[src/verilog/sdram_pkg.sv]
// Constants, types and command decoding for the DRAM timing core
// How it works
// - Read or write column commands may be issued on every clock.
// - Clock enable sampled low suspends or powers down one clock later.
// - Clock enable sampled high resumes operation one clock later.
// - Write data mask acts on the data word of the same clock.
// - Read data mask floats the matching output byte two clocks later.
// - Precharge during read floats outputs after 3 clocks (latency 3), 2 (latency 2).
// - Auto precharge starts 7.5ns after the first clock past last write.
package sdram_pkg;

   // Widths of the pins and of the small storage array
   localparam int DQ_W = 16;
   localparam int LANES = 2;
   localparam int BA_W = 2;
   localparam int ADDR_W = 13;
   localparam int COL_W = 2;
   localparam int IDX_W = BA_W + COL_W;
   localparam int WORDS = 16;
   localparam int BANKS = 4;
   localparam int CNT_W = 4;

   // Timing in picoseconds and derived cycle counts at 125 MHz
   localparam int CLK_PERIOD_PS = 8000;
   localparam int WR_AP_DELAY_PS = 7500;
   localparam int ROW_CLOSE_PERIOD_PS = 20000;
   localparam int REFRESH_PS = 70000;
   localparam int AP_DELAY_CYC =
      1 + (WR_AP_DELAY_PS + CLK_PERIOD_PS - 1) / CLK_PERIOD_PS;
   localparam int ROW_CLOSE_CYC =
      (ROW_CLOSE_PERIOD_PS + CLK_PERIOD_PS - 1) / CLK_PERIOD_PS;
   localparam int REFRESH_CYC =
      (REFRESH_PS + CLK_PERIOD_PS - 1) / CLK_PERIOD_PS;
   localparam logic [CNT_W-1:0] AP_DELAY_CNT = CNT_W'(AP_DELAY_CYC);
   localparam logic [CNT_W-1:0] ROW_CLOSE_CNT = CNT_W'(ROW_CLOSE_CYC);
   localparam logic [CNT_W-1:0] REFRESH_CNT = CNT_W'(REFRESH_CYC);

   // Mode word fields, address bits and reset values
   localparam int MODE_BL_LSB = 0;
   localparam int MODE_CL_LSB = 4;
   localparam int AP_ADDR_BIT = 10;
   localparam logic [2:0] MODE_BL_RST = 3'h0;
   localparam logic [2:0] MODE_CL_RST = 3'h3;
   localparam logic [2:0] CL_TWO = 3'h2;
   localparam logic [1:0] INIT_REF_CNT = 2'h2;

   // Power state of the core, one-hot
   typedef enum logic [2:0] {
      ST_RUN = 3'b001,
      ST_SUSPEND = 3'b010,
      ST_PDOWN = 3'b100
   } pwr_state_t;

   typedef enum logic [2:0] {
      CMD_NOP, CMD_ACT, CMD_RD, CMD_WR, CMD_PRE, CMD_REF, CMD_MRS, CMD_BST
   } cmd_t;

   typedef struct packed {
      logic cs_n;
      logic ras_n;
      logic cas_n;
      logic we_n;
   } cmd_pins_t;

   typedef struct packed {
      logic [IDX_W-1:0] idx;
      logic [DQ_W-1:0] data;
      logic [LANES-1:0] mask;
   } wr_word_t;

   typedef struct packed {
      logic valid;
      logic [IDX_W-1:0] idx;
   } rd_slot_t;

   // Command pins to command, sampled on the rising edge
   function automatic cmd_t cmd_decode(cmd_pins_t p);
      cmd_t c;
      c = CMD_NOP;
      if (!p.cs_n) begin
         case ({p.ras_n, p.cas_n, p.we_n})
            3'h0: c = CMD_MRS;
            3'h1: c = CMD_REF;
            3'h2: c = CMD_PRE;
            3'h3: c = CMD_ACT;
            3'h4: c = CMD_WR;
            3'h5: c = CMD_RD;
            3'h6: c = CMD_BST;
            default: c = CMD_NOP;
         endcase
      end
      return c;
   endfunction

endpackage

[src/verilog/word_buf2.sv]
// Two-entry buffer between the write pins and the storage array
`timescale 1ns/1ns
module word_buf2 #(
   parameter int W = 8
) (
   // Clock and reset
   input wire logic core_clk,
   input wire logic rstn,
   // Filling side
   input wire logic in_valid,
   output logic in_ready,
   input wire logic [W-1:0] in_data,
   // Draining side
   output logic out_valid,
   input wire logic out_ready,
   output logic [W-1:0] out_data
);

   logic [W-1:0] ent_r [2];
   logic wr_ptr_r;
   logic rd_ptr_r;
   logic [1:0] count_r;
   wire push = in_valid && in_ready;
   wire pop = out_valid && out_ready;

   // Full and empty from the occupancy count
   assign in_ready = (count_r != 2'h2);
   assign out_valid = (count_r != 2'h0);
   assign out_data = ent_r[rd_ptr_r];

   // Pointers and count
   always_ff @(posedge core_clk or negedge rstn) begin
      if (!rstn) begin
         wr_ptr_r <= 1'b0;
         rd_ptr_r <= 1'b0;
         count_r <= 2'h0;
      end else begin
         if (push) wr_ptr_r <= ~wr_ptr_r;
         if (pop) rd_ptr_r <= ~rd_ptr_r;
         if (push && !pop) count_r <= count_r + 2'h1;
         else if (pop && !push) count_r <= count_r - 2'h1;
      end
   end

   // Entry storage
   always_ff @(posedge core_clk) begin
      if (push) ent_r[wr_ptr_r] <= in_data;
   end

endmodule

[src/verilog/sdram_timing_core.sv]
// Command sequencing, data path and power states of the DRAM core
`timescale 1ns/1ns
module sdram_timing_core (
   // Clock and reset
   input wire logic core_clk,
   input wire logic rstn,
   // Registered command inputs
   input wire logic cke,
   input wire sdram_pkg::cmd_pins_t cmd_pins,
   input wire logic [sdram_pkg::BA_W-1:0] ba,
   input wire logic [sdram_pkg::ADDR_W-1:0] addr,
   input wire logic [sdram_pkg::LANES-1:0] dqm,
   // Data pins as input, output and per-lane enable
   input wire logic [sdram_pkg::DQ_W-1:0] dq_i,
   output logic [sdram_pkg::DQ_W-1:0] dq_o,
   output logic [sdram_pkg::LANES-1:0] dq_oe,
   // Status
   output logic power_down,
   output logic suspended,
   output logic [sdram_pkg::BANKS-1:0] bank_open,
   output logic init_done,
   output logic wr_accept
);

   sdram_pkg::pwr_state_t state_r;
   sdram_pkg::pwr_state_t state_nxt;
   sdram_pkg::cmd_t cmd;
   sdram_pkg::rd_slot_t rd_pipe0_r;
   sdram_pkg::rd_slot_t rd_pipe1_r;
   sdram_pkg::rd_slot_t tap;
   sdram_pkg::wr_word_t buf_in;
   sdram_pkg::wr_word_t buf_out;
   logic [2:0] mode_bl_r;
   logic [2:0] mode_cl_r;
   logic [sdram_pkg::CNT_W-1:0] burst_left_r;
   logic [sdram_pkg::CNT_W-1:0] bl_len;
   logic [sdram_pkg::COL_W-1:0] col_r;
   logic [sdram_pkg::BA_W-1:0] bnk_r;
   logic burst_wr_r;
   logic burst_ap_r;
   logic [sdram_pkg::LANES-1:0] dqm_d1_r;
   logic [sdram_pkg::DQ_W-1:0] dq_o_r;
   logic [sdram_pkg::LANES-1:0] dq_oe_r;
   logic [sdram_pkg::DQ_W-1:0] mem_r [sdram_pkg::WORDS];
   logic [sdram_pkg::BANKS-1:0] bank_open_r;
   logic [sdram_pkg::BANKS-1:0] bank_open_nxt;
   logic [sdram_pkg::CNT_W-1:0] ap_wait_r;
   logic [sdram_pkg::CNT_W-1:0] ap_close_r;
   logic [sdram_pkg::BA_W-1:0] ap_bank_r;
   logic [sdram_pkg::CNT_W-1:0] ref_busy_r;
   logic [1:0] ref_count_r;
   logic buf_out_valid;
   logic [sdram_pkg::IDX_W-1:0] cmd_idx;
   logic [sdram_pkg::IDX_W-1:0] iss_idx;

   // Command decode; nothing is taken while the clock is suspended
   wire active = (state_r == sdram_pkg::ST_RUN);
   assign cmd = sdram_pkg::cmd_decode(cmd_pins);
   wire act_go = active && (cmd == sdram_pkg::CMD_ACT);
   wire rd_go = active && (cmd == sdram_pkg::CMD_RD);
   wire wr_go = active && (cmd == sdram_pkg::CMD_WR);
   wire pre_go = active && (cmd == sdram_pkg::CMD_PRE);
   wire ref_go = active && (cmd == sdram_pkg::CMD_REF);
   wire mrs_go = active && (cmd == sdram_pkg::CMD_MRS);
   wire bst_go = active && (cmd == sdram_pkg::CMD_BST);
   wire cmd_taken = active && (cmd != sdram_pkg::CMD_NOP);

   // Column issue: a new column command preempts the running burst
   assign bl_len = sdram_pkg::CNT_W'(4'h1 << mode_bl_r[1:0]);
   assign cmd_idx = {ba, addr[sdram_pkg::COL_W-1:0]};
   wire col_cmd = rd_go || wr_go;
   wire stop = bst_go || pre_go;
   wire cont = active && (burst_left_r != '0) && !stop && !col_cmd;
   wire issue = col_cmd || cont;
   wire is_wr = col_cmd ? wr_go : burst_wr_r;
   wire ap_flag = col_cmd ? addr[sdram_pkg::AP_ADDR_BIT] : burst_ap_r;
   assign iss_idx = col_cmd ? cmd_idx : {bnk_r, col_r};
   wire last_beat = col_cmd ? (bl_len == 4'h1) : (burst_left_r == 4'h1);
   wire ap_arm = issue && is_wr && ap_flag && last_beat;
   wire busy = (burst_left_r != '0) || rd_pipe0_r.valid || rd_pipe1_r.valid;

   // Power state follows clock enable one clock later
   assign state_nxt = cke ? sdram_pkg::ST_RUN :
      (busy ? sdram_pkg::ST_SUSPEND : sdram_pkg::ST_PDOWN);

   // Read data tap selected by the read latency
   wire cl2 = (mode_cl_r == sdram_pkg::CL_TWO);
   assign tap = cl2 ? rd_pipe0_r : rd_pipe1_r;

   // Write words carry their own mask and the data of the same clock
   wire wr_push = issue && is_wr;
   assign buf_in = '{idx: iss_idx, data: dq_i, mask: dqm};
   wire array_ready = (ref_busy_r == '0);
   wire pop = buf_out_valid && array_ready;

   word_buf2 #(
      .W($bits(sdram_pkg::wr_word_t))
   ) u_wr_buf (
      .core_clk(core_clk),
      .rstn(rstn),
      .in_valid(wr_push),
      .in_ready(wr_accept),
      .in_data(buf_in),
      .out_valid(buf_out_valid),
      .out_ready(array_ready),
      .out_data(buf_out)
   );

   // Power state and burst progress
   always_ff @(posedge core_clk or negedge rstn) begin
      if (!rstn) begin
         state_r <= sdram_pkg::ST_RUN;
         burst_left_r <= '0;
         col_r <= '0;
         bnk_r <= '0;
         burst_wr_r <= 1'b0;
         burst_ap_r <= 1'b0;
      end else begin
         state_r <= state_nxt;
         if (col_cmd) begin
            burst_left_r <= bl_len - 4'h1;
            col_r <= addr[sdram_pkg::COL_W-1:0] + 2'h1;
            bnk_r <= ba;
            burst_wr_r <= wr_go;
            burst_ap_r <= addr[sdram_pkg::AP_ADDR_BIT];
         end else if (stop) begin
            burst_left_r <= '0;
         end else if (cont) begin
            burst_left_r <= burst_left_r - 4'h1;
            col_r <= col_r + 2'h1;
         end
      end
   end

   // Mode word: burst length and read latency
   always_ff @(posedge core_clk or negedge rstn) begin
      if (!rstn) begin
         mode_bl_r <= sdram_pkg::MODE_BL_RST;
         mode_cl_r <= sdram_pkg::MODE_CL_RST;
      end else if (mrs_go) begin
         mode_bl_r <= addr[sdram_pkg::MODE_BL_LSB +: 3];
         mode_cl_r <= addr[sdram_pkg::MODE_CL_LSB +: 3];
      end
   end

   // Read pipeline, data mask delay and output drive; frozen in suspend
   always_ff @(posedge core_clk or negedge rstn) begin
      if (!rstn) begin
         rd_pipe0_r <= '0;
         rd_pipe1_r <= '0;
         dqm_d1_r <= '0;
         dq_o_r <= '0;
         dq_oe_r <= '0;
      end else if (active) begin
         rd_pipe0_r <= '{valid: issue && !is_wr, idx: iss_idx};
         rd_pipe1_r <= rd_pipe0_r;
         dqm_d1_r <= dqm;
         dq_o_r <= mem_r[tap.idx];
         dq_oe_r <= {sdram_pkg::LANES{tap.valid}} & ~dqm_d1_r;
      end
   end

   // Array write; masked lanes keep their old contents
   always_ff @(posedge core_clk) begin
      if (pop) begin
         for (int l = 0; l < sdram_pkg::LANES; l++) begin
            if (!buf_out.mask[l]) begin
               mem_r[buf_out.idx][l*8 +: 8] <= buf_out.data[l*8 +: 8];
            end
         end
      end
   end

   // Open banks: activate wins over a close in the same clock
   always_comb begin
      bank_open_nxt = bank_open_r;
      if (ap_close_r == 4'h1) bank_open_nxt[ap_bank_r] = 1'b0;
      if (pre_go && addr[sdram_pkg::AP_ADDR_BIT]) bank_open_nxt = '0;
      else if (pre_go) bank_open_nxt[ba] = 1'b0;
      if (act_go) bank_open_nxt[ba] = 1'b1;
   end

   // Self-timed precharge after an auto-precharged write, and refresh
   always_ff @(posedge core_clk or negedge rstn) begin
      if (!rstn) begin
         bank_open_r <= '0;
         ap_wait_r <= '0;
         ap_close_r <= '0;
         ap_bank_r <= '0;
         ref_busy_r <= '0;
         ref_count_r <= 2'h0;
      end else begin
         bank_open_r <= bank_open_nxt;
         if (ap_arm) begin
            ap_wait_r <= sdram_pkg::AP_DELAY_CNT;
            ap_bank_r <= col_cmd ? ba : bnk_r;
         end else if (ap_wait_r != '0) begin
            ap_wait_r <= ap_wait_r - 4'h1;
         end
         if (ap_wait_r == 4'h1) ap_close_r <= sdram_pkg::ROW_CLOSE_CNT;
         else if (ap_close_r != '0) ap_close_r <= ap_close_r - 4'h1;
         if (ref_go) ref_busy_r <= sdram_pkg::REFRESH_CNT;
         else if (ref_busy_r != '0) ref_busy_r <= ref_busy_r - 4'h1;
         if (ref_go && ref_count_r != sdram_pkg::INIT_REF_CNT)
            ref_count_r <= ref_count_r + 2'h1;
      end
   end

   // Outputs
   assign dq_o = dq_o_r;
   assign dq_oe = dq_oe_r;
   assign power_down = (state_r == sdram_pkg::ST_PDOWN);
   assign suspended = (state_r == sdram_pkg::ST_SUSPEND);
   assign bank_open = bank_open_r;
   assign init_done = (ref_count_r == sdram_pkg::INIT_REF_CNT);

   // Snapshot of the word being written, for the mask check
   logic [sdram_pkg::IDX_W-1:0] chk_idx_r;
   logic [7:0] chk_old_r;
   logic [7:0] chk_new_r;
   logic chk_mask_r;
   always_ff @(posedge core_clk) begin
      chk_idx_r <= buf_out.idx;
      chk_old_r <= mem_r[buf_out.idx][7:0];
      chk_new_r <= buf_out.data[7:0];
      chk_mask_r <= buf_out.mask[0];
   end
   wire [7:0] chk_now = mem_r[chk_idx_r][7:0];
endmodule

[config.mk]
export PLATFORM = sky130hd
export DESIGN_NAME = sdram_timing_core
export DESIGN_NICKNAME = d
export VERILOG_FILES = /design/src/verilog/sdram_pkg.sv /design/src/verilog/word_buf2.sv /design/src/verilog/sdram_timing_core.sv
export SDC_FILE = /design/constraint.sdc
export NUM_CORES = 1
export LEC_CHECK = 0
export BUFFER_PORTS_ARGS = -buffer_cell sky130_fd_sc_hd__buf_2
export CAP_MARGIN = 0
export CORE_MARGIN = 4
export CORE_UTILIZATION = 55
export CTS_BUF_LIST = sky130_fd_sc_hd__clkbuf_2
export DETAILED_ROUTE_END_ITERATION = 6
export GPL_ROUTABILITY_DRIVEN = 0
export PLACE_DENSITY = 0.72
export SLEW_MARGIN = 20
export SYNTH_ARGS = -nofsm -noshare
export SYNTH_HDL_FRONTEND = slang
export SYNTH_SLANG_ARGS = --single-unit
[constraint.sdc]
create_clock -name core_clk -period 5.95 [get_ports core_clk]
set_clock_uncertainty 0.15 [all_clocks]
set_input_delay 1.19 -clock core_clk [delete_from_list [all_inputs] [get_ports core_clk]]
set_output_delay 1.19 -clock core_clk [all_outputs]
set_load 0.01 [all_outputs]
==> results of run 1 <==
[worst max path at each step]
stage | end | slack [ns] | from
floorplan | u_wr_buf.ent_r[0][0] | 1.05 | cmd_pins[1]
global placement | u_wr_buf.ent_r[1][8] | 1.85 | cmd_pins[3]
detailed placement | u_wr_buf.ent_r[1][8] | 1.80 | cmd_pins[3]
CTS | mem_r[14][12] | 1.84 | ref_busy_r[0]
global route | mem_r[15][12] | 1.67 | ref_busy_r[0]
finish | mem_r[0][12] | 1.95 | ref_busy_r[0]
[power by group]
| group | total, mW | internal (mW) | switching, mW |
|---|---|---|---|
| logic | 2.13 | 0.680 | 1.45 |
| clock network | 1.63 | 0.636 | 0.992 |
| registers | 3.38 | 3.20 | 0.171 |
[sequential cells by signal, summed over array words and instances (netlist names), 3 cells and up]
| signal | cells |
|---|---|
| state_r | 3 |
| ref_busy_r | 4 |
| mode_cl_r | 3 |
| dq_o | 16 |
| bank_open | 4 |
| ap_wait_r | 4 |
| mem_r | 256 |
| rd_pipe0_r | 5 |
| rd_pipe1_r | 5 |
| u_wr_buf.ent_r | 44 |
| ap_close_r | 4 |
| burst_left_r | 4 |
[Yosys cell counts, types with 2 or more instances]
master and count:
buf_2 11, a221oi_1 16, xor2_1 3, clkbuf_1 54, mux2i_1 12, or3_1 5
nor2b_1 19, o21ai_0 12, a211oi_1 98, nor3b_1 6, dfstp_2 3, nand2b_1 14
o32a_1 2, nor3_1 9, nand3_1 6, nor2_1 59, buf_6 2, a2111oi_0 16
a32oi_1 3, and2_1 18, o211ai_1 4, a32o_1 2, mux2_2 29, o221ai_1 3
a21oi_1 21, buf_1 8, and3_1 15, nor4bb_1 2, a311oi_1 46, or4_1 15
a21o_1 2, dfrtp_1 69, inv_1 69, edfxtp_1 300, ha_1 11, o31ai_1 18
xnor2_1 7, nand3b_1 3, nand2_1 161, a31oi_1 5
[cell families (layout without fill, tap and decap cells)]
kind of cell               after synthesis  after routing  synth area share, %
buffers and inverters                  144            306                 3.65
xor gates and xnor gates                10             10                0.561
muxes                                   41             41                 2.86
AOI/OAI and AO/OA                      254            254                 12.4
adders and majority gates               11             11                0.882
DFF                                    372            372                 69.3
and+or+nand+nor                        340            340                 10.4
other                                    0              2                    0
[area by class of cell]
cell class,count,area [um^2],share of cell area [%]
Sequential cell,372,10800,63.3
Multi-Input combinational cell,656,4300,25.2
Clock buffer,116,581,3.40
Tap cell,378,473,2.77
Timing Repair Buffer,73,405,2.37
Inverter,69,259,1.52
Clock inverter,48,255,1.49
Antenna cell,2,5.00,0.0293
[metal layers]
| layer | vias up | GRT usage [%] | wire length (um) |
|---|---|---|---|
| met5 | - | 0 | 0 |
| met3 | 51 | 4.37 | 3170 |
| met4 | 0 | 5.93 | 507 |
| li1 | 4678 | - | - |
| met2 | 466 | 34.2 | 15900 |
| met1 | 4962 | 32.9 | 14900 |
[metrics by stage]
step,worst slack [ns],cell area (um^2),hold WS (ns),cells
2_1_floorplan,1.05,15600,0.284,1172
3_3_place_gp,1.85,16300,0.293,1548
3_5_place_dp,1.80,16300,0.311,1548
4_1_cts,1.84,17100,0.185,1712
5_1_grt,1.67,17100,0.195,1713
6_report,1.95,17100,0.297,1714
==> impl_metrics.csv, run 1 <==
group,metric,value,unit
pwr,p_leak,6.39,nW
clocking,clock_tree.buffer_depth,3,
flow_run,cap_viol_max_count,0,
synth,ys_seq_elements,372,
floorplan,die_h,176,um
critical_path,timing.rr.start,"ref_busy_r[0]",
final_layout,final_common_cell,"edfxtp_1",
global_routing,grt_start_max_net_pins,92,
floorplan,die-area,31100,um^2
critical_path,crit_chain,"inv_1 -> ha_1 -> nor3b_1 -> o21ai_0 -> a211oi_1 -> nand2b_1 -> nor2_1",
critical_path,worstPathArrival,4.30,ns
route,drt_wl_total,34.4,mm
clocking,cts_root_buf,"clkbuf_2",
critical_path,r2r_end,"mem_r[0][12]",
floorplan,die_w,176,um
pwr,vdd_drop_max,0.198,mV
critical_path,r2r_slack,1.95,ns
clocking,cts_hold_buf,0,
route,wire_per_inst,20.1,um
placement,io_buffers,58,
timing,final.setup.tns,0,ns
final_layout,fin_nets,1311,
synth,synth_cell_types,54,
synth,synth_area_leaders,"edfxtp_1 (58%), dfrtp_1 (11%), a211oi_1 (4.7%), nand2_1 (3.9%), a311oi_1 (2.6%)",
synth,yosysWarnings,0,
clocking,path_clk_slew,0.11,ns
timing,slew_headroom,27.9,%
pwr,design_power_total,7.14,mW
floorplan,start_util,56.0,%
timing,setup_violations,0,
synth,synth_edf_count,300,
critical_path,required,6.25,ns
clocking,postCtsSetupRepairBufs,0,
critical_path,crit_slowest_cell,"nor2_1",
timing,max_freq,0.250,GHz
route,dr_total_vias,10200,
critical_path,path_class,"flop to flop",
pwr,p_per_area,417,nW/um^2
global_routing,grt_pass1_wl,53.3,mm
global_routing,first_global_vias,9754,
critical_path,path_max_fanout,8,
route,ant_nets,0,
placement,hpwl,21.6,mm
route,drt_first_pass_iters,7,
global_routing,grt-ovfl-total,0,
clocking,cts_buffers,88,
critical_path,critical_path_buf_inv_count,1,
outcome,status,"finished with violations",
clocking,htree_levels,3,
route,route.detailed.drc,9,
synth,syn-cell-area,15600,um^2
timing,tightest_slew,1.08,ns
synth,postSynthAreaPerCell,13.3,um^2
synth,yosysTopAreaCell,"edfxtp_1",
critical_path,cp_num_cells,7,
critical_path,cp_top_family,"simple AND/OR/NAND/NOR gates",
synth,ys_seq_area_share,69.3,%
final_layout,layout_common_cells,"edfxtp_1 (300), nand2_1 (161), clkbuf_2 (116)",
timing,period_minus_slack,4.00,ns
synth,synth-async-reset-ratio,19.4,%
timing,final-hold-violation-count,0,
final_layout,fin_util,61.4,%
critical_path,start_kind,"flop",
global_routing,antenna_found_initial,1,
route,drt_iter0_markers,928,
timing,maxSlewViolCount,0,
clocking,cts_sinks,372,
critical_path,rr_worst_depth,7,
floorplan,io_pins,66,
route,viasPerCell,5.93,
critical_path,max_stage_delay,0.87,ns
floorplan,placementRows,61,
synth,synth_top_area_share,57.7,%
critical_path,crit_path_end_kind,"flop",
global_routing,globalRouteTotalUtil,22.2,%
floorplan,fp.coreArea,27900,um^2
clocking,cts-resized-gates,0,
timing,rsz0062_at_grt,"no",
clocking,clk_latency,0.86,ns
final_layout,drive_above_1_share,18.9,%
synth,synthCells,1172,
synth,synth_top_flop_cell,"edfxtp_1",
timing,finalCritPeriodShare,67.2,%
final_layout,syn_to_final_growth,9.53,%
synth,syn-num-nets,1223,
final_layout,fillers,2141,
outcome,violations,"DRC",
clocking,cts_tree,"yes",
min_path,hold_class,"input port to asynchronous set/reset pin",
(Power assumes the default switching activity.)
==> run 2: changes to the inputs <==
PLACE_DENSITY = 0.75   (was 0.72)
clock period = 3.5 ns   (was 5.95 ns; I/O delays follow)
==> run 2 against run 1 <==
  * The run now ends clean
  * Clock power grew 81%
  * Count of clock-buffer cells in the layout rose by 10
  * Sequential cell count stayed put
  * First-iteration DRC count decreased by 4.0%
  * Sequential power grew 72%
  * Die area unchanged
  * Via count is 3.8% higher
  * Total power is 76% higher
  * Critical path type unchanged
==> impl_metrics.csv, run 2 (synthesis results as in run 1) <==
group,metric,value,unit
final_layout,fin_area,17900,um^2
placement,postPlaceCellArea,16700,um^2
timing,period_minus_slack,3.28,ns
final_layout,final_common_cell,"edfxtp_1",
route,route.detailed.drc,0,
global_routing,globalRouteTotalUtil,23.7,%
final_layout,largest_reg_flops,256,
critical_path,start_kind,"flop",
final_layout,final_cells,1798,
timing,final.setup.tns,0,ns
critical_path,timing.rr.start,"mode_cl_r[1]",
placement,place_inst,1604,
clocking,clock_tree.buffer_depth,3,
clocking,cts_buffers,90,
critical_path,crit_path_end_kind,"flop",
pwr,p_per_area,702,nW/um^2
min_path,hold_class,"input port to flop",
floorplan,start_util,56.0,%
clocking,cts_sinks,372,
timing,rsz0062_at_grt,"no",
timing,setup_violations,0,
clocking,clk_latency,0.87,ns
flow_run,cap_viol_max_count,0,
floorplan,placementRows,61,
route,drt_first_pass_iters,5,
route,wire_per_inst,20.1,um
critical_path,worstPathArrival,3.91,ns
clocking,path_clk_slew,0.11,ns
clocking,htree_levels,3,
route,dr_total_vias,10500,
global_routing,first_global_vias,10800,
timing,maxSlewViolCount,0,
final_layout,drive_above_1_share,21.7,%
critical_path,path_class,"flop to flop",
floorplan,die_w,176,um
timing,final-hold-violation-count,0,
placement,io_buffers,58,
critical_path,crit_start,"mode_cl_r[1]",
placement,preCtsSetupSlack,0.177,ns
final_layout,fin_nets,1398,
route,viasPerCell,5.86,
final_layout,regMostFlops,"mem_r",
pwr,vdd_drop_max,0.313,mV
min_path,worstHoldStart,"cmd_pins[1]",
global_routing,grt_start_max_net_pins,73,
timing,max_freq,0.305,GHz
floorplan,die-area,31100,um^2
floorplan,die_h,176,um
global_routing,antenna_found_initial,1,
placement,hpwl,23.2,mm
pwr,design_power_total,12.6,mW
final_layout,layout_common_cells,"edfxtp_1 (300), nand2_1 (161), clkbuf_2 (126)",
floorplan,io_pins,66,
route,ant_nets,0,
final_layout,syn_to_final_growth,14.7,%
critical_path,path_max_fanout,19,
outcome,status,"complete, no violations",
global_routing,grt_pass1_wl,57.6,mm
clocking,cts_root_buf,"clkbuf_2",
critical_path,required,4.13,ns
global_routing,grt-ovfl-total,0,
final_layout,fillers,2097,
timing,layout_setup_ws,0.219,ns
timing,finalCritPeriodShare,93.7,%
timing,slew_headroom,33.8,%
timing,tightest_slew,0.992,ns
route,drt_iter0_markers,891,
clocking,cts_tree,"yes",
pwr,p_leak,6.83,nW
route,drt_wl_total,36.1,mm
floorplan,fp.coreArea,27900,um^2
-- run 2: cell types whose count changed in the layout (fill, tap and decap cells not counted), moves of 2 or more --
cell and delta:
clkinv_2 -10, bufinv_16 +2, buf_4 +53, buf_12 +3
dlygate4sd3_1 +29, clkbuf_2 +10
-- run 2: timing repair --
item / 4_1_cts / 5_1_grt
buffers inserted: 0 / 0
setup endpoints to repair: 0 / 128
endpoints found under the hold margin: 119 / 0
gates resized for setup: 0 / 1
hold buffers: 29 / 0
-- run 2: layer usage --
metal  GRT usage, %  vias to the layer above  share of wire [%]
met1           33.0                     5160                 43
met4           7.38                        0                1.7
met5              0                        -                  0
li1               -                     4852                  -
met3           5.03                       55                7.8
met2           38.0                      473                 48
-- run 2: worst max-delay path, stage by stage, from the launching register on --
cell,delay (ns)
dfstp_2,0.56
or3b_4,0.56
buf_4,0.28
a21oi_4,0.55
buf_4,0.34
nand2_1,0.08
a311oi_1,0.44
or4_1,0.19
-- run 2: final cells by class --
type / instances / area, um^2 / share of cell area (%)
Clock buffer: 126 / 631 / 3.52
Sequential cell: 372 / 10800 / 60.4
Antenna cell: 1 / 2.50 / 0.0140
Clock inverter: 38 / 258 / 1.44
Inverter: 69 / 259 / 1.45
Multi-Input combinational cell: 656 / 4310 / 24.1
Tap cell: 378 / 473 / 2.64
Timing Repair Buffer: 158 / 1150 / 6.45
-- run 2: worst paths after layout --
| check | end | cells past startpoint | slack (ns) |
|---|---|---|---|
| min in group asynchronous | ap_close_r[1] | 2 | 0.38 |
| max | dq_o[5] | 7 | 0.22 |
| min reg2reg | dq_oe[0] | 1 | 0.29 |
| max reg2reg | dq_o[5] | 7 | 0.22 |
| max in group asynchronous | dq_o[4] | 2 | 2.14 |
| min | ref_busy_r[2] | 3 | 0.09 |
-- run 2: through the flow --
stage                     hold WS (ns)  util (%)
final                           0.0881      64.2
after global placement           0.292      60.0
after global routing            0.0334      64.2
after detailed placement         0.298      60.0
after CTS                       0.0266      64.2
after floorplan                  0.254         -
-- run 2: report_power, final --
| group | switching (mW) | internal (mW) |
|---|---|---|
| logic | 2.47 | 1.33 |
| registers | 0.362 | 5.45 |
| clock network | 1.68 | 1.27 |
| total | 4.51 | 8.05 |
==> run 3: changes to the inputs <==
CELL_PAD_IN_SITES_DETAIL_PLACEMENT = 2   (was not set)
CELL_PAD_IN_SITES_GLOBAL_PLACEMENT = 2   (was not set)
CORE_UTILIZATION = 41   (was 55)
PLACE_DENSITY = not set   (was 0.75)
PLACE_DENSITY_LB_ADDON = 0.1   (was not set)
==> run 3 against run 2 <==
  * Combinational power up 9.0%
  * Count of clock-buffer cells in the layout increased by 34
  * Cell area increased by 2.4%
  * Register-to-register slack got worse by 0.05 ns
  * Utilization decreased by 15 points
  * Sequential cell count unchanged
  * Critical endpoint is now dq_o[4]
==> impl_metrics.csv, run 3 (synthesis results as in run 1) <==
group,metric,value,unit
timing,slew_headroom,43.8,%
clocking,cts_tree,"yes",
timing,tightest_slew,0.839,ns
final_layout,fin_nets,1425,
pwr,design_power_total,13.3,mW
final_layout,drive_above_1_share,24.2,%
min_path,hold_class,"input port to asynchronous set/reset pin",
route,ant_nets,0,
floorplan,start_util,41.5,%
pwr,p_per_area,725,nW/um^2
route,drt_first_pass_iters,5,
placement,io_buffers,58,
placement,hpwl,31.0,mm
timing,period_minus_slack,3.33,ns
global_routing,grt_pass1_wl,72.2,mm
timing,final.setup.tns,0,ns
global_routing,grt_start_max_net_pins,73,
timing,setup_violations,0,
clocking,cts_sinks,372,
clocking,cts_root_buf,"clkbuf_2",
final_layout,syn_to_final_growth,17.4,%
timing,final-hold-violation-count,0,
floorplan,die_w,203,um
clocking,postCtsSetupRepairBufs,0,
clocking,path_clk_slew,0.11,ns
floorplan,die_h,203,um
final_layout,largest_reg_flops,256,
timing,maxSlewViolCount,0,
route,drt_wl_total,46.4,mm
timing,max_freq,0.300,GHz
timing,rsz0062_at_grt,"no",
global_routing,antenna_found_initial,3,
final_layout,regMostFlops,"mem_r",
pwr,vdd_drop_max,0.283,mV
placement,preCtsSetupSlack,0.224,ns
pwr,p_leak,7.03,nW
clocking,clk_latency,0.96,ns
clocking,cts_buffers,101,
critical_path,path_class,"flop to flop",
route,route.detailed.drc,0,
final_layout,fillers,3685,
final_layout,layout_common_cells,"edfxtp_1 (300), nand2_1 (161), clkbuf_2 (160)",
clocking,htree_levels,3,
placement,place_inst,1749,
global_routing,globalRouteTotalUtil,22.8,%
final_layout,final_cells,1968,
critical_path,crit_path_end_kind,"flop",
floorplan,fp.coreArea,37600,um^2
floorplan,die-area,41300,um^2
route,wire_per_inst,23.6,um
route,viasPerCell,5.51,
clocking,clock_tree.buffer_depth,3,
global_routing,grt-ovfl-total,0,
route,drt_iter0_markers,687,
timing,layout_setup_ws,0.166,ns
final_layout,fin_util,48.8,%
critical_path,required,4.28,ns
outcome,status,"complete, no violations",
floorplan,placementRows,71,
flow_run,cap_viol_max_count,0,
critical_path,path_max_fanout,23,
final_layout,final_common_cell,"edfxtp_1",
floorplan,io_pins,66,
critical_path,start_kind,"flop",
critical_path,worstPathArrival,4.11,ns
global_routing,first_global_vias,12200,
route,dr_total_vias,10800,
timing,finalCritPeriodShare,95.3,%
## run 3: report_power, final
part	internal [mW]	switching, mW	total (mW)
combinational	1.40	2.73	4.13
sequential	5.45	0.376	5.83
clock	1.49	1.84	3.33
## run 3: area by class of cell
cell class | instances | area, um^2 | area share, %
sequential | 372 | 10800 | 59.0
antenna | 1 | 2.50 | 0.0137
clock inverter | 25 | 203 | 1.11
clock buffer | 160 | 801 | 4.37
inverter | 69 | 259 | 1.41
timing repair buffer | 174 | 1300 | 7.07
tap | 511 | 639 | 3.49
multi-input combinational | 656 | 4310 | 23.5
## run 3: metal layers
metal	routed length, um	up-vias	GRT usage (%)
met5	16	-	0
met4	806	2	7.08
met3	1680	58	3.93
met2	23100	205	38.9
met1	20800	5677	30.1
li1	-	4903	-
## run 3: path summary, 6_finish.rpt
path / startpoint / to / slack [ns] / depth (start not counted)
max: mode_cl_r[1] / dq_o[4] / 0.17 / 7
min: rstn / bank_open[2] / 0.14 / 3
max reg2reg: mode_cl_r[1] / dq_o[4] / 0.17 / 7
min reg2reg: dqm_d1_r[0] / dq_oe[0] / 0.31 / 1
max in group asynchronous: rstn / mode_cl_r[0] / 2.66 / 3
min in group core_clk: cmd_pins[0] / bank_open[0] / 0.18 / 5
## run 3: through the flow
step	instance area, um^2	hold WS [ns]
6_report	18300	0.140
5_1_grt	18300	0.0617
4_1_cts	18300	0.0285
3_5_place_dp	17000	0.306
3_3_place_gp	17000	0.304
2_1_floorplan	15600	0.254
## run 3: repair_timing
item	in CTS	in global routing
resized for setup	0	0
hold endpoints to repair	138	0
hold buffers	33	0
## run 3: critical path, stage by stage, from the launching register on
cell and delay (ns):
dfstp_2 0.57, or3b_4 0.51, buf_4 0.21, a21oi_4 0.58
buf_4 0.35, nand2_1 0.09, a311oi_1 0.59, or4_1 0.23
